==> config.mk <==
export PLATFORM = sky130hd
export DESIGN_NAME = ux_uart_ext
export DESIGN_NICKNAME = d
export VERILOG_FILES = /design/src/ux_uart_ext.v /design/src/ux_fifo.v
export VERILOG_INCLUDE_DIRS = /design/src
export SDC_FILE = /design/constraint.sdc
export NUM_CORES = 1
export LEC_CHECK = 0
export BUFFER_PORTS_ARGS = -buffer_cell sky130_fd_sc_hd__buf_2
export CORE_ASPECT_RATIO = 0.6
export CORE_MARGIN = 4
export CORE_UTILIZATION = 50
export CTS_BUF_LIST = sky130_fd_sc_hd__clkbuf_8
export DETAILED_ROUTE_END_ITERATION = 8
export GPL_TIMING_DRIVEN = 0
export HOLD_SLACK_MARGIN = 0.08
export PLACE_DENSITY = 0.72
export SYNTH_ARGS = -nofsm -noshare
export SYNTH_HDL_FRONTEND = slang
export SYNTH_SLANG_ARGS = --single-unit
export TNS_END_PERCENT = 5
==> constraint.sdc <==
create_clock -name ref_clk -period 2.8 [get_ports ref_clk]
set_input_delay 0.14 -clock ref_clk [delete_from_list [all_inputs] [get_ports ref_clk]]
set_output_delay 0.14 -clock ref_clk [all_outputs]
set_load 0.03 [all_outputs]
==> src/ux_defs.vh <==
// Offsets, field positions, reset values and timing counts of the UART extension block
`ifndef UX_DEFS_VH
`define UX_DEFS_VH
`define UX_OFF_DATA 8'h00
`define UX_OFF_STATUS 8'h14
`define UX_OFF_SHADOW 8'h6C
`define UX_OFF_RX_ADDR 8'hC4
`define UX_OFF_TX_ADDR 8'hC8
`define UX_OFF_LINE_EXT_CONTROL 8'hCC
`define UX_OFF_PROT 8'hD0
`define UX_OFF_TIMEOUT 8'hD4
`define UX_OFF_PARAM 8'hF4
`define UX_OFF_VERSION 8'hF8
`define UX_OFF_TYPE 8'hFC
`define UX_LCR_NINE 0
`define UX_LCR_MATCH 1
`define UX_LCR_SEND 2
`define UX_LCR_MODE 3
`define UX_LCR_RST 4'h0
`define UX_ADDR_RST 8'h00
`define UX_PROT_RST 3'h0
`define UX_TO_RST 8'hFF
`define UX_PAR_FIFO_LSB 16
`define UX_PAR_FEAT_LSB 4
`define UX_PAR_BUS_32 2'h2
`define UX_CLK_MHZ 100
`define UX_BIT_TIME_NS 8680
`define UX_BIT_CYCLES ((`UX_BIT_TIME_NS * `UX_CLK_MHZ) / 1000)
`endif

==> src/ux_uart_ext.v <==
// UART with nine-bit multidrop framing, protection, bus timeout and identity registers
`timescale 1ns/1ns
`default_nettype none
`include "ux_defs.vh"
module ux_uart_ext #(
	parameter BIT_CYCLES = `UX_BIT_CYCLES,
	parameter FIFO_DEPTH = 8,
	parameter FIFO_AW = 3,
	parameter hardcoded_timeout_option = 0,
	parameter TIMEOUT_DEFAULT = `UX_TO_RST,
	parameter param_register_present = 1,
	parameter FEATURES_PRESENT = 1,
	parameter [9:0] FEATURE_FLAGS = 10'h000,
	parameter [7:0] QUEUE_DEPTH_CODE = 8'h01,
	parameter [31:0] VERSION_VALUE = 32'h3130302A, // Arbitrary value
	parameter [31:0] TYPE_VALUE = 32'h5A5A0001 // Arbitrary value
) (
	input wire ref_clk,
	input wire rst,
	input wire ce,
	input wire psel,
	input wire penable,
	input wire pwrite,
	input wire [7:0] paddr,
	input wire [31:0] pwdata,
	input wire [2:0] pprot,
	output wire pready,
	output wire [31:0] prdata,
	output wire pslverr,
	input wire rxd,
	output wire txd
);
	// One-hot transmit and receive states
	localparam [1:0] S_IDLE = 2'b01;
	localparam [1:0] S_RUN = 2'b10;

	reg [3:0] line_ext_control; // Extended control fields
	reg [7:0] rx_address_value; // Receive match address
	reg [7:0] tx_address_value; // Transmit address byte
	reg [2:0] access_protection_level; // Required privilege bits
	reg [7:0] bus_timeout_reload; // Hang counter reload
	reg [7:0] to_cnt_reg; // Hang counter
	reg [31:0] prdata_reg; // Read data, captured in setup phase
	reg [8:0] rx_data_reg; // Last stored character
	reg rx_valid_reg; // Stored character not yet read
	reg rx_ovr_reg; // Character lost while one was waiting
	reg match_reg; // Address matched, data accepted

	// Decoded control fields
	wire nine_bit_enable = line_ext_control[`UX_LCR_NINE];
	wire tx_mode = line_ext_control[`UX_LCR_MODE];
	wire send_eff = nine_bit_enable & ~tx_mode & line_ext_control[`UX_LCR_SEND];
	wire filter_eff = nine_bit_enable & line_ext_control[`UX_LCR_MATCH];

	// Bus phases
	wire setup = psel & ~penable;
	wire access = psel & penable;
	wire prot_ok = ((pprot & access_protection_level) == access_protection_level);
	wire is_hold = (paddr == `UX_OFF_DATA) | (paddr == `UX_OFF_SHADOW);

	// Transmit queue interface
	wire q_in_ready;
	wire q_out_valid;
	wire [8:0] q_out_data;
	wire q_pop;
	wire hold_wr = access & pwrite & is_hold & prot_ok;
	wire stall = hold_wr & ~q_in_ready;
	wire timed_out = stall & (to_cnt_reg == 8'h00);
	wire done = access & (~stall | timed_out);
	wire [8:0] hold_data = tx_mode ? pwdata[8:0] : {1'b0, pwdata[7:0]};

	// Write strobe for register updates on the completing beat only
	wire wr_ok = done & pwrite & prot_ok;

	assign pready = ~access | ~stall | timed_out;
	assign pslverr = access & (timed_out | ~prot_ok);
	assign prdata = prdata_reg;

	// Transmit queue sits between the holding register and the shifter
	ux_fifo #(
		.WIDTH(9),
		.DEPTH(FIFO_DEPTH),
		.AW(FIFO_AW)
	) u_tx_queue (
		.clk(ref_clk),
		.rst(rst),
		.ce(ce),
		.in_valid(hold_wr & ~timed_out),
		.in_ready(q_in_ready),
		.in_data(hold_data),
		.out_valid(q_out_valid),
		.out_ready(q_pop),
		.out_data(q_out_data)
	);

	// Parameter word of queue depth code, feature flags and bus width code, masked off when the parameter register is absent
	function [31:0] param_word;
		input dummy;
		begin
			param_word = 32'h0;
			param_word[`UX_PAR_FIFO_LSB+7:`UX_PAR_FIFO_LSB] = QUEUE_DEPTH_CODE;
			param_word[`UX_PAR_FEAT_LSB+9:`UX_PAR_FEAT_LSB] = FEATURE_FLAGS;
			param_word[1:0] = `UX_PAR_BUS_32;
		end
	endfunction

	// Transmit shifter state
	reg [1:0] tx_state;
	reg [10:0] tx_sh_reg; // Stop, data, start
	reg [3:0] tx_bits_reg; // Bits left in the frame
	reg [15:0] tx_div_reg; // Bit period counter
	reg txd_reg;
	wire tx_start = (tx_state == S_IDLE) & (send_eff | q_out_valid);
	assign q_pop = (tx_state == S_IDLE) & ~send_eff & q_out_valid;
	assign txd = txd_reg;

	// Read mux; the status word shows the block's own activity
	reg [31:0] rd_mux;
	always @* begin
		rd_mux = 32'h0;
		case (paddr)
			`UX_OFF_DATA: rd_mux = {23'h0, rx_data_reg};
			`UX_OFF_STATUS: rd_mux = {27'h0, match_reg, rx_ovr_reg, tx_state[1],
				~q_out_valid, rx_valid_reg};
			`UX_OFF_RX_ADDR: rd_mux = {24'h0, rx_address_value};
			`UX_OFF_TX_ADDR: rd_mux = {24'h0, tx_address_value};
			`UX_OFF_LINE_EXT_CONTROL: rd_mux = {28'h0, line_ext_control};
			`UX_OFF_PROT: rd_mux = {29'h0, access_protection_level};
			`UX_OFF_TIMEOUT: rd_mux = {24'h0, bus_timeout_reload};
			`UX_OFF_PARAM: rd_mux = (param_register_present != 0) ? param_word(1'b0) : 32'h0;
			`UX_OFF_VERSION: rd_mux = (FEATURES_PRESENT != 0) ? VERSION_VALUE : 32'h0;
			`UX_OFF_TYPE: rd_mux = (FEATURES_PRESENT != 0) ? TYPE_VALUE : 32'h0;
			default: rd_mux = 32'h0;
		endcase
	end

	// Receive synchroniser and sampler
	reg rx_s1_reg;
	reg rx_s2_reg;
	reg rx_prev_reg;
	reg [1:0] rx_state;
	reg [15:0] rx_div_reg;
	reg [3:0] rx_bits_reg; // Data bits left
	reg [9:0] rx_sh_reg;
	reg rx_push; // Character completes and is stored this cycle
	reg [8:0] rx_char; // Completed character, right justified
	reg rx_done;

	// Frame completion and address filtering decision
	always @* begin
		rx_done = (rx_state == S_RUN) & (rx_div_reg == 16'h0) & (rx_bits_reg == 4'h0);
		// Bits enter at the top of the shifter LSB first, so the character sits left justified
		rx_char = nine_bit_enable ? rx_sh_reg[9:1] : {1'b0, rx_sh_reg[9:2]};
		rx_push = 1'b0;
		if (rx_done & rx_s2_reg) begin
			if (filter_eff) begin
				rx_push = ~rx_char[8] & match_reg;
			end else begin
				rx_push = 1'b1;
			end
		end
	end

	// Bus registers and hang counter
	always @(posedge ref_clk) begin
		if (rst) begin
			line_ext_control <= `UX_LCR_RST;
			rx_address_value <= `UX_ADDR_RST;
			tx_address_value <= `UX_ADDR_RST;
			access_protection_level <= `UX_PROT_RST;
			bus_timeout_reload <= TIMEOUT_DEFAULT[7:0];
			to_cnt_reg <= TIMEOUT_DEFAULT[7:0];
			prdata_reg <= 32'h0;
		end else if (ce) begin
			// Read data is ready before the access phase begins
			if (setup) begin
				prdata_reg <= (pwrite | ~prot_ok) ? 32'h0 : rd_mux;
				to_cnt_reg <= bus_timeout_reload;
			end else if (stall & ~timed_out) begin
				to_cnt_reg <= to_cnt_reg - 8'h01;
			end
			// Writes to read-only words fall to the default and do nothing
			if (wr_ok) begin
				case (paddr)
					`UX_OFF_RX_ADDR: rx_address_value <= pwdata[7:0];
					`UX_OFF_TX_ADDR: tx_address_value <= pwdata[7:0];
					`UX_OFF_PROT: access_protection_level <= pwdata[2:0];
					`UX_OFF_TIMEOUT: begin
						if (hardcoded_timeout_option == 0) begin
							bus_timeout_reload <= pwdata[7:0];
						end
					end
					default: begin
					end
				endcase
			end
			// Hardware clear of the send request loses to a software set
			if (wr_ok & (paddr == `UX_OFF_LINE_EXT_CONTROL)) begin
				line_ext_control <= pwdata[3:0];
			end else if (tx_start & send_eff) begin
				line_ext_control[`UX_LCR_SEND] <= 1'b0;
			end
		end
	end

	// Transmit shifter; address beats queued data while requested
	always @(posedge ref_clk) begin
		if (rst) begin
			tx_state <= S_IDLE;
			tx_sh_reg <= 11'h7FF;
			tx_bits_reg <= 4'h0;
			tx_div_reg <= 16'h0;
			txd_reg <= 1'b1;
		end else if (ce) begin
			case (tx_state)
				S_IDLE: begin
					txd_reg <= 1'b1;
					if (tx_start) begin
						tx_state <= S_RUN;
						tx_div_reg <= BIT_CYCLES[15:0] - 16'h1;
						if (send_eff) begin
							// Only place the transmit address register reaches the line; the read mux also returns it
							tx_sh_reg <= {1'b1, 1'b1, tx_address_value, 1'b0};
						end else if (nine_bit_enable) begin
							tx_sh_reg <= {1'b1, tx_mode ? q_out_data[8] : 1'b0,
								q_out_data[7:0], 1'b0};
						end else begin
							tx_sh_reg <= {2'b11, q_out_data[7:0], 1'b0};
						end
						tx_bits_reg <= nine_bit_enable ? 4'd10 : 4'd9;
					end
				end
				S_RUN: begin
					txd_reg <= tx_sh_reg[0];
					if (tx_div_reg != 16'h0) begin
						tx_div_reg <= tx_div_reg - 16'h1;
					end else if (tx_bits_reg == 4'h0) begin
						tx_state <= S_IDLE;
					end else begin
						tx_div_reg <= BIT_CYCLES[15:0] - 16'h1;
						tx_sh_reg <= {1'b1, tx_sh_reg[10:1]};
						tx_bits_reg <= tx_bits_reg - 4'h1;
					end
				end
				default: tx_state <= S_IDLE;
			endcase
		end
	end

	// Receiver; samples mid bit after a start edge on the synchronised line
	always @(posedge ref_clk) begin
		if (rst) begin
			rx_s1_reg <= 1'b1;
			rx_s2_reg <= 1'b1;
			rx_prev_reg <= 1'b1;
			rx_state <= S_IDLE;
			rx_div_reg <= 16'h0;
			rx_bits_reg <= 4'h0;
			rx_sh_reg <= 10'h0;
			rx_data_reg <= 9'h0;
			rx_valid_reg <= 1'b0;
			rx_ovr_reg <= 1'b0;
			match_reg <= 1'b0;
		end else if (ce) begin
			rx_s1_reg <= rxd;
			rx_s2_reg <= rx_s1_reg;
			rx_prev_reg <= rx_s2_reg;
			case (rx_state)
				S_IDLE: begin
					if (rx_prev_reg & ~rx_s2_reg) begin
						rx_state <= S_RUN;
						rx_div_reg <= BIT_CYCLES[15:0] + (BIT_CYCLES[15:0] >> 1) - 16'h1;
						// Count data bits only; the stop bit is judged at completion
						// Mode changes mid frame garble that character, so switch while idle
						rx_bits_reg <= nine_bit_enable ? 4'd9 : 4'd8;
						rx_sh_reg <= 10'h0;
					end
				end
				S_RUN: begin
					if (rx_div_reg != 16'h0) begin
						rx_div_reg <= rx_div_reg - 16'h1;
					end else if (rx_bits_reg == 4'h0) begin
						rx_state <= S_IDLE;
					end else begin
						rx_div_reg <= BIT_CYCLES[15:0] - 16'h1;
						rx_sh_reg <= {rx_s2_reg, rx_sh_reg[9:1]};
						rx_bits_reg <= rx_bits_reg - 4'h1;
					end
				end
				default: rx_state <= S_IDLE;
			endcase
			// Address characters steer the match flag and are not stored while filtering is on
			if (rx_done & rx_s2_reg & filter_eff & rx_char[8]) begin
				match_reg <= (rx_char[7:0] == rx_address_value);
			end else if (~filter_eff) begin
				match_reg <= 1'b0;
			end
			if (rx_push) begin
				rx_data_reg <= rx_char;
				rx_ovr_reg <= rx_ovr_reg | rx_valid_reg;
			end
			// A new character wins over the read that clears the flag
			if (rx_push) begin
				rx_valid_reg <= 1'b1;
			end else if (done & ~pwrite & prot_ok & (paddr == `UX_OFF_DATA)) begin
				rx_valid_reg <= 1'b0;
			end
			if (done & ~pwrite & prot_ok & (paddr == `UX_OFF_STATUS)) begin
				rx_ovr_reg <= rx_push & rx_valid_reg;
			end
		end
	end
endmodule
`default_nettype wire

==> src/ux_fifo.v <==
// Parameterised FIFO with valid/ready handshakes on both sides
`timescale 1ns/1ns
`default_nettype none
module ux_fifo #(
	parameter WIDTH = 9,
	parameter DEPTH = 8,
	parameter AW = 3
) (
	input wire clk,
	input wire rst,
	input wire ce,
	input wire in_valid,
	output wire in_ready,
	input wire [WIDTH-1:0] in_data,
	output wire out_valid,
	input wire out_ready,
	output wire [WIDTH-1:0] out_data
);
	reg [WIDTH-1:0] mem [0:DEPTH-1]; // Storage words
	reg [AW-1:0] wr_reg; // Write pointer
	reg [AW-1:0] rd_reg; // Read pointer
	reg [AW:0] cnt_reg; // Fill level
	wire push;
	wire pop;

	// Full and empty come straight from the fill level
	assign in_ready = (cnt_reg != DEPTH[AW:0]);
	assign out_valid = (cnt_reg != {(AW+1){1'b0}});
	assign out_data = mem[rd_reg];
	assign push = in_valid & in_ready;
	assign pop = out_valid & out_ready;

	// Pointers wrap at DEPTH so non power of two depths also work
	always @(posedge clk) begin
		if (rst) begin
			wr_reg <= {AW{1'b0}};
			rd_reg <= {AW{1'b0}};
			cnt_reg <= {(AW+1){1'b0}};
		end else if (ce) begin
			if (push) begin
				mem[wr_reg] <= in_data;
				wr_reg <= (wr_reg == DEPTH[AW-1:0] - 1'b1) ? {AW{1'b0}} : wr_reg + 1'b1;
			end
			if (pop) begin
				rd_reg <= (rd_reg == DEPTH[AW-1:0] - 1'b1) ? {AW{1'b0}} : rd_reg + 1'b1;
			end
			if (push & ~pop) begin
				cnt_reg <= cnt_reg + 1'b1;
			end else if (pop & ~push) begin
				cnt_reg <= cnt_reg - 1'b1;
			end
		end
	end
endmodule
`default_nettype wire

Word level (Yosys, flattened, before mapping)
Memories as Yosys holds them, arrays and structs flattened. A register that Yosys moved wholly into a read port is not among the register bits.
Cells that the tools add are included.

word-level totals
  bits in writable memories = 72
  memories kept = 1
  bits in registers = 162
  bits of input ports = 50
  output and inout bits = 35

cells by class
  bitwise gates (word level) = 60
  add/subtract/negate cells = 9
  mux-type cells = 64
  reduce and logical (&&, ||, !) cells = 37
  equality and inequality tests = 30

memory list
  memory          depth  bits a word  read ports  clocked after memory_dff  write ports  RTL line      RTL
  u_tx_queue.mem  8      9            1           1                         1            ux_fifo.v:19  reg [WIDTH-1:0] mem [0:DEPTH-1];

operators by type and width
  kind                                                                  number
  31-bit case mux with 10 select lines                                  1
  16-bit 2-to-1 mux                                                     6
  8-bit equality test, second input constant                            8
  16-bit case mux with 2 select lines                                   2
  10-bit 2-to-1 mux                                                     5
  1-bit AND                                                             37
  11-bit 2-to-1 mux                                                     3
  32-bit 2-to-1 mux                                                     1
  4-bit 2-to-1 mux                                                      8
  16-bit nonzero test                                                   2
  16-bit by 1-bit subtractor with 16-bit output, second input constant  2
  2-bit AND reduction                                                   12
  11-bit case mux with 2 select lines                                   1
  10-bit case mux with 2 select lines                                   1
  9-bit 2-to-1 mux                                                      2
  16-bit logical NOT                                                    1
  8-bit logical NOT                                                     2
  1-bit 2-to-1 mux                                                      16
  8-bit 2-to-1 mux                                                      2
  4-bit case mux with 2 select lines                                    2
  4-bit AND reduction                                                   4
  2-bit 2-to-1 mux                                                      7
  2-bit != test, second input constant                                  7
  1-bit NOT                                                             14
  other kinds (24)                                                      54

Logic depth before layout (Yosys ltp)
  depth in word-level cells = 13
  mapped depth = 14
  gate-level depth less buffers = 12

Modules after synthesis
From an unflattened synthesis, not the netlist that was laid out.

unflattened totals
  cell total of the unflattened synthesis = 1035
  area, all modules = 10665.2 sq um

modules (own cells, without submodules)
  module       times used  area an instance (sq um)  cells each  seq. area each (sq um)
  ux_uart_ext  1           7191.9                    857         2622.5
  ux_fifo      1           3473.3                    178         2422.3

Worst setup path before layout
Ideal clock, no wire load.

  kind = input to register
  start point = input port paddr[2]
  end point = register u_tx_queue.cnt_reg[3]
  setup slack = -0.094 ns
  library setup time = 0.116 ns
  stages on the path = 14
  required time = 2.684 ns
  arrival time = 2.778 ns
  path through = buf_6 > or4_4 > buf_6 > o22ai_4 > nor2b_1 > nor3b_1 > ha_1 > inv_1 > ha_1 > a21o_1 > a21oi_1 > xnor2_1 > a21oi_1 > a31o_2

between the ends
  word-level cells in the longest chain between the ends = 13

ends and longest elaborated chain
  element                                                                                               RTL line          RTL
  from (decl)                                                                                           ux_uart_ext.v:24  input wire [7:0] paddr,
  8-bit by 7-bit equality test with 1-bit output (no source line) or 8-bit logical NOT (tied branches)  -
  1-bit OR (*)                                                                                          ux_uart_ext.v:59  wire is_hold = (paddr == `UX_OFF_DATA) | (paddr == `UX_OFF_SHADOW);
  1-bit AND (*) (2 in a row)                                                                            ux_uart_ext.v:66  wire hold_wr = access & pwrite & is_hold & prot_ok;
  1-bit AND                                                                                             ux_uart_ext.v:67  wire stall = hold_wr & ~q_in_ready;
  1-bit AND                                                                                             ux_uart_ext.v:68  wire timed_out = stall & (to_cnt_reg == 8'h00);
  1-bit NOT                                                                                             ux_uart_ext.v:88  .in_valid(hold_wr & ~timed_out),
  1-bit AND (*)                                                                                         ux_uart_ext.v:88
  1-bit AND (*)                                                                                         ux_fifo.v:30      assign push = in_valid & in_ready;
  1-bit NOT                                                                                             ux_fifo.v:49      end else if (pop & ~push) begin
  1-bit AND                                                                                             ux_fifo.v:49
  2-bit nonzero test (no source line)                                                                   -
  2-bit AND reduction (no source line)                                                                  -
  to (signal assigned)                                                                                  ux_fifo.v:38      cnt_reg <= {(AW+1){1'b0}};
  to (signal assigned)                                                                                  ux_fifo.v:48      cnt_reg <= cnt_reg + 1'b1;
  to (signal assigned)                                                                                  ux_fifo.v:50      cnt_reg <= cnt_reg - 1'b1;
  to (decl)                                                                                             ux_fifo.v:22      reg [AW:0] cnt_reg;

Mark *: on every way between the ends. The rest lies on a longest branch, timed or not.
A chain may end at the register's enable or synchronous reset.

Worst setup path in the final report
  start point = register access_protection_level[0]
  end point = memory u_tx_queue.mem[5][6], enable pin

between the ends
  word-level cells in the longest chain between the ends = 12

ends and longest elaborated chain
  element                                     RTL line           RTL
  from (decl)                                 ux_uart_ext.v:40   reg [2:0] access_protection_level;
  from (signal assigned)                      ux_uart_ext.v:170  access_protection_level <= `UX_PROT_RST;
  from (signal assigned)                      ux_uart_ext.v:187  `UX_OFF_PROT: access_protection_level <= pwdata[2:0];
  3-bit AND                                   ux_uart_ext.v:58   wire prot_ok = ((pprot & access_protection_level) == access_protection_level);
  3-bit equality test (*)                     ux_uart_ext.v:58
  1-bit AND (*)                               ux_uart_ext.v:66
  1-bit AND                                   ux_uart_ext.v:67
  1-bit AND                                   ux_uart_ext.v:68
  1-bit NOT                                   ux_uart_ext.v:88
  1-bit AND (*)                               ux_uart_ext.v:88
  1-bit AND (*)                               ux_fifo.v:30
  1-bit 2-to-1 mux (*)                        ux_fifo.v:40       if (push) begin
  1-bit 2-to-1 mux (*)                        ux_fifo.v:39       end else if (ce) begin
  1-bit 2-to-1 mux (*)                        ux_fifo.v:35       if (rst) begin
  1-bit 2-to-1 mux (not written as such) (*)  ux_fifo.v:41       mem[wr_reg] <= in_data;
  to (decl)                                   ux_fifo.v:19

Marked as above.

==> impl_summary.log <==
INFO  metric worst_setup_path_start_kind = flop
INFO  metric final_cell_mix = sky130_fd_sc_hd__dfxtp_1 (142), sky130_fd_sc_hd__nand2_1 (121), sky130_fd_sc_hd__a21oi_1 (78)
INFO  metric die_height = 121 um
INFO  metric timing_worst_setup_path_type = reg2reg
INFO  metric buffer_ports.inserted = 51
INFO  metric largest_reg_flops = 72
INFO  metric worstMarginPinSlew = 1160 ps
INFO  metric sum_of_overflow_across_all_layers_after_global_routing = 0
INFO  metric timing.hold.worst_endpoint = prdata[8]
INFO  metric synth_cell_types = 87
INFO  metric drv_slew = 0
INFO  metric via_total_after_detailed_routing = 9340
INFO  metric mostFrequentLayoutCell = sky130_fd_sc_hd__dfxtp_1
INFO  metric crit-reg2reg-capture = u_tx_queue.mem[5][6]
INFO  metric switching_share = 35.8%
INFO  metric detailedRoute.firstIterationViolations = 914
INFO  metric yosysWarnings = 0
INFO  metric edff_count_synth = 72
INFO  metric worstHoldPathCells = 5
INFO  metric power.share.combinational = 29.8%
INFO  metric reg2reg_depth = 6
INFO  metric worstPathRequired = 2980 ps
INFO  metric timing.max_slew.rel_slack = 21.4%
INFO  metric ys_ff_latch = 216
INFO  metric fp.dieArea = 23700 um2
INFO  metric fp-row-count = 40
INFO  metric timing.critical_path.fanout_max = 9
INFO  metric layout_min_cycle_time = 2800 ps
INFO  metric run_status = complete, but fails checks
INFO  metric power_share_of_the_clock_group = 28.9%
INFO  metric pint = 5.85 mW
INFO  metric detailedRoute.firstPassIterationCount = 8
INFO  metric period_share = 100%
INFO  metric yosys_most_used_dff = sky130_fd_sc_hd__dfxtp_1
INFO  metric reg2reg_from = access_protection_level[0]
INFO  metric worst_setup_path_end_kind = flop
INFO  metric area_growth_syn_to_layout = 15.5%
INFO  metric sequential_share_of_power = 41.3%
INFO  metric post_layout_nonfiller_instances = 1515
INFO  metric floorplan.die.width = 196 um
INFO  metric pin_count_of_the_biggest_net_entering_global_routing = 16
INFO  metric min_path_type = in2reg
INFO  metric antennaDiodeCount = 0
INFO  metric place_ws = -857 ps
INFO  metric cts.path.max_buffers = 3
INFO  metric hold_violations = 0
INFO  metric regToRegSetupSlack = -3 ps
INFO  metric whs = 81.8 ps
INFO  metric vdd.ir_drop.worst = 0.443 mV
INFO  metric gp_congestion = 0.980
INFO  metric cap_violations = 0
INFO  metric htreeDepth = 1
INFO  metric power_switching = 3.26 mW
INFO  metric sequential_fraction_of_the_synthesis_area = 47.5%
INFO  metric post_synthesis_area_per_instance = 9.65 um2
INFO  metric grt_antenna_before_repair = 0
INFO  metric number_of_i_o_pins = 85
INFO  metric clock_skew = 35.0 ps
INFO  metric drc_errors = 0
INFO  metric post_route_cells_drive_above_1_share = 16.0%
INFO  metric power_density = 743 nW/um2
INFO  metric wirelength = 32.0 mm
INFO  metric clockRootBuffer = sky130_fd_sc_hd__clkbuf_8
INFO  metric design.core.area = 20400 um2
INFO  metric layout.nets = 1288
INFO  metric globalRouteTotalUtil = 26.2%
INFO  metric final_core_util = 60.0%
INFO  metric synthCells = 1100
INFO  metric setup_total_negative_slack = -2.95 ps
INFO  metric setup_viol_count_final = 1
INFO  metric synthesis.area = 10600 um2
INFO  metric first_global_vias = 8566
INFO  metric wl_per_cell = 21.1 um
INFO  metric post-place-cells = 1434
INFO  metric clock_latency_of_the_later_clocked_register_in_the_worst_skew_pair = 590 ps
INFO  metric total_clock_buffers_created_by_cts = 31
INFO  metric synth-async-reset-ratio = 0%
INFO  metric worst_setup_path_startpoint = access_protection_level[0]
INFO  metric failing_checks = setup timing
INFO  metric hpwlAfterDp = 23.5 mm
INFO  metric post_drt_via_cell_ratio = 6.17
INFO  metric timing.final.ws_setup = -2.95 ps
INFO  metric setup_repair_after_global_routing_missed_its_margin = yes
INFO  metric first_pass_grt_wire_length = 49.3 mm
INFO  metric cts.reportedPaths.clkPinSlew = 70 ps
INFO  metric worst-endpoint-arrival = 2980 ps
INFO  metric power.static_leakage = 4.57 nW
INFO  metric floorplan.initialDensity = 52.0%
INFO  metric maximum_clock_frequency = 357 MHz
INFO  metric cts.sink_count = 216
INFO  metric worstHoldStart = paddr[6]
INFO  metric antenna_violating_nets_post_route = 0
INFO  metric tritoncts = done
[per-stage QoR]
step | power (mW) | cell area, um2
5_1_grt | 9.56 | 12300
6_report | 9.10 | 12300
4_1_cts | 9.00 | 12100
3_5_place_dp | 6.36 | 11300
3_3_place_gp | 6.27 | 11200
2_1_floorplan | 5.63 | 10700
[power groups by stage]
stage          Clock, mW  Combinational [mW]  Sequential (mW)
2_1_floorplan          0                1.90             3.73
3_3_place_gp           0                2.49             3.79
3_5_place_dp           0                2.56             3.80
4_1_cts             2.65                2.60             3.74
5_1_grt             2.80                2.96             3.79
6_report            2.63                2.71             3.76
[cell families (layout without fill, tap and decap cells)]
| group | count (synthesis) | count (layout) | share of synthesized area, % |
|---|---|---|---|
| simple gates | 390 | 390 | 19.3 |
| other cells | 1 | 9 | 0.0353 |
| compound gates | 261 | 261 | 16.5 |
| mux | 73 | 73 | 7.47 |
| buf+inv | 124 | 258 | 5.46 |
| xor+xnor | 14 | 14 | 1.16 |
| flops | 216 | 216 | 47.5 |
| fa+ha+maj | 21 | 21 | 2.55 |
[worst max-delay path by stage]
stage | endpoint | slack [ps]
2_1_floorplan | u_tx_queue.mem[0][0] | -80
3_3_place_gp | u_tx_queue.mem[0][8] | -1160
3_5_place_dp | u_tx_queue.cnt_reg[3] | -860
4_1_cts | u_tx_queue.cnt_reg[3] | -70
5_1_grt | u_tx_queue.mem[5][6] | -200
6_report | u_tx_queue.mem[5][6] | -3
[Yosys cell counts (5+ instances only)]
| cell type | count | area share, % |
|---|---|---|
| sky130_fd_sc_hd__clkbuf_1 | 43 | 1.5 |
| sky130_fd_sc_hd__nand3b_1 | 5 | 0.35 |
| sky130_fd_sc_hd__o211ai_1 | 18 | 1.3 |
| sky130_fd_sc_hd__o31a_1 | 9 | 0.74 |
| sky130_fd_sc_hd__nor2b_1 | 9 | 0.53 |
| sky130_fd_sc_hd__nand2b_1 | 13 | 0.77 |
| sky130_fd_sc_hd__nor4_1 | 17 | 1.0 |
| sky130_fd_sc_hd__ha_1 | 20 | 2.4 |
| sky130_fd_sc_hd__o22ai_1 | 18 | 1.1 |
| sky130_fd_sc_hd__nor2_1 | 59 | 2.1 |
| sky130_fd_sc_hd__mux2_2 | 10 | 1.1 |
| sky130_fd_sc_hd__mux2i_1 | 59 | 5.6 |
| sky130_fd_sc_hd__nand4_1 | 10 | 0.59 |
| sky130_fd_sc_hd__a31oi_1 | 13 | 0.77 |
| sky130_fd_sc_hd__inv_1 | 39 | 1.4 |
| sky130_fd_sc_hd__a311oi_1 | 6 | 0.50 |
| sky130_fd_sc_hd__a21oi_1 | 78 | 3.7 |
| sky130_fd_sc_hd__nand2_1 | 121 | 4.3 |
| sky130_fd_sc_hd__a211oi_1 | 9 | 0.64 |
| sky130_fd_sc_hd__nor3b_1 | 7 | 0.50 |
| sky130_fd_sc_hd__buf_2 | 12 | 0.57 |
| sky130_fd_sc_hd__edfxtp_1 | 72 | 20 |
| sky130_fd_sc_hd__xor2_1 | 11 | 0.91 |
| sky130_fd_sc_hd__and2_1 | 6 | 0.35 |
| sky130_fd_sc_hd__nor3_1 | 31 | 1.5 |
| sky130_fd_sc_hd__o31ai_1 | 11 | 0.78 |
| sky130_fd_sc_hd__o21ai_0 | 33 | 1.6 |
| sky130_fd_sc_hd__or3_1 | 13 | 0.77 |
| sky130_fd_sc_hd__or4_1 | 12 | 0.85 |
| sky130_fd_sc_hd__buf_4 | 19 | 1.3 |
| sky130_fd_sc_hd__o311ai_0 | 6 | 0.50 |
| sky130_fd_sc_hd__a22oi_1 | 9 | 0.64 |
| sky130_fd_sc_hd__or2_2 | 6 | 0.35 |
| sky130_fd_sc_hd__dfxtp_1 | 144 | 27 |
| sky130_fd_sc_hd__nand3_1 | 47 | 2.2 |
| sky130_fd_sc_hd__buf_1 | 7 | 0.25 |
| sky130_fd_sc_hd__nor4b_1 | 5 | 0.41 |
[layout make-up]
cell class	count	area (um2)
timing repair buffer	77	490
buffer	83	430
clock inverter	14	63.8
inverter	40	155
fill	1749	8170
tap	273	342
clock buffer	44	606
multi-input combinational	768	5120
sequential	216	5050
[worst max-delay path: stages, from the launching register on]
cell and delay, ps:
sky130_fd_sc_hd__dfxtp_1 330, sky130_fd_sc_hd__nand2b_1 120, sky130_fd_sc_hd__nand4_1 190, sky130_fd_sc_hd__buf_4 200
sky130_fd_sc_hd__nor4b_4 480, sky130_fd_sc_hd__nand2_1 250, sky130_fd_sc_hd__nor2_1 820
[routing by layer]
layer,part of all wire [%],global-route usage [%]
met2,38,34.3
met3,13,8.93
met4,2.2,5.88
met5,0,0
met1,47,40.9
[what timing repair did]
action / in CTS / in global routing
pin swaps: 1 / 2
hold buffers: 16 / 1
setup endpoints to repair: 17 / 111
setup buffers: 0 / 7
gates resized for setup: 7 / 12
hold endpoints to repair: 107 / 1
No activity file was read; power rests on OpenSTA's default activity.
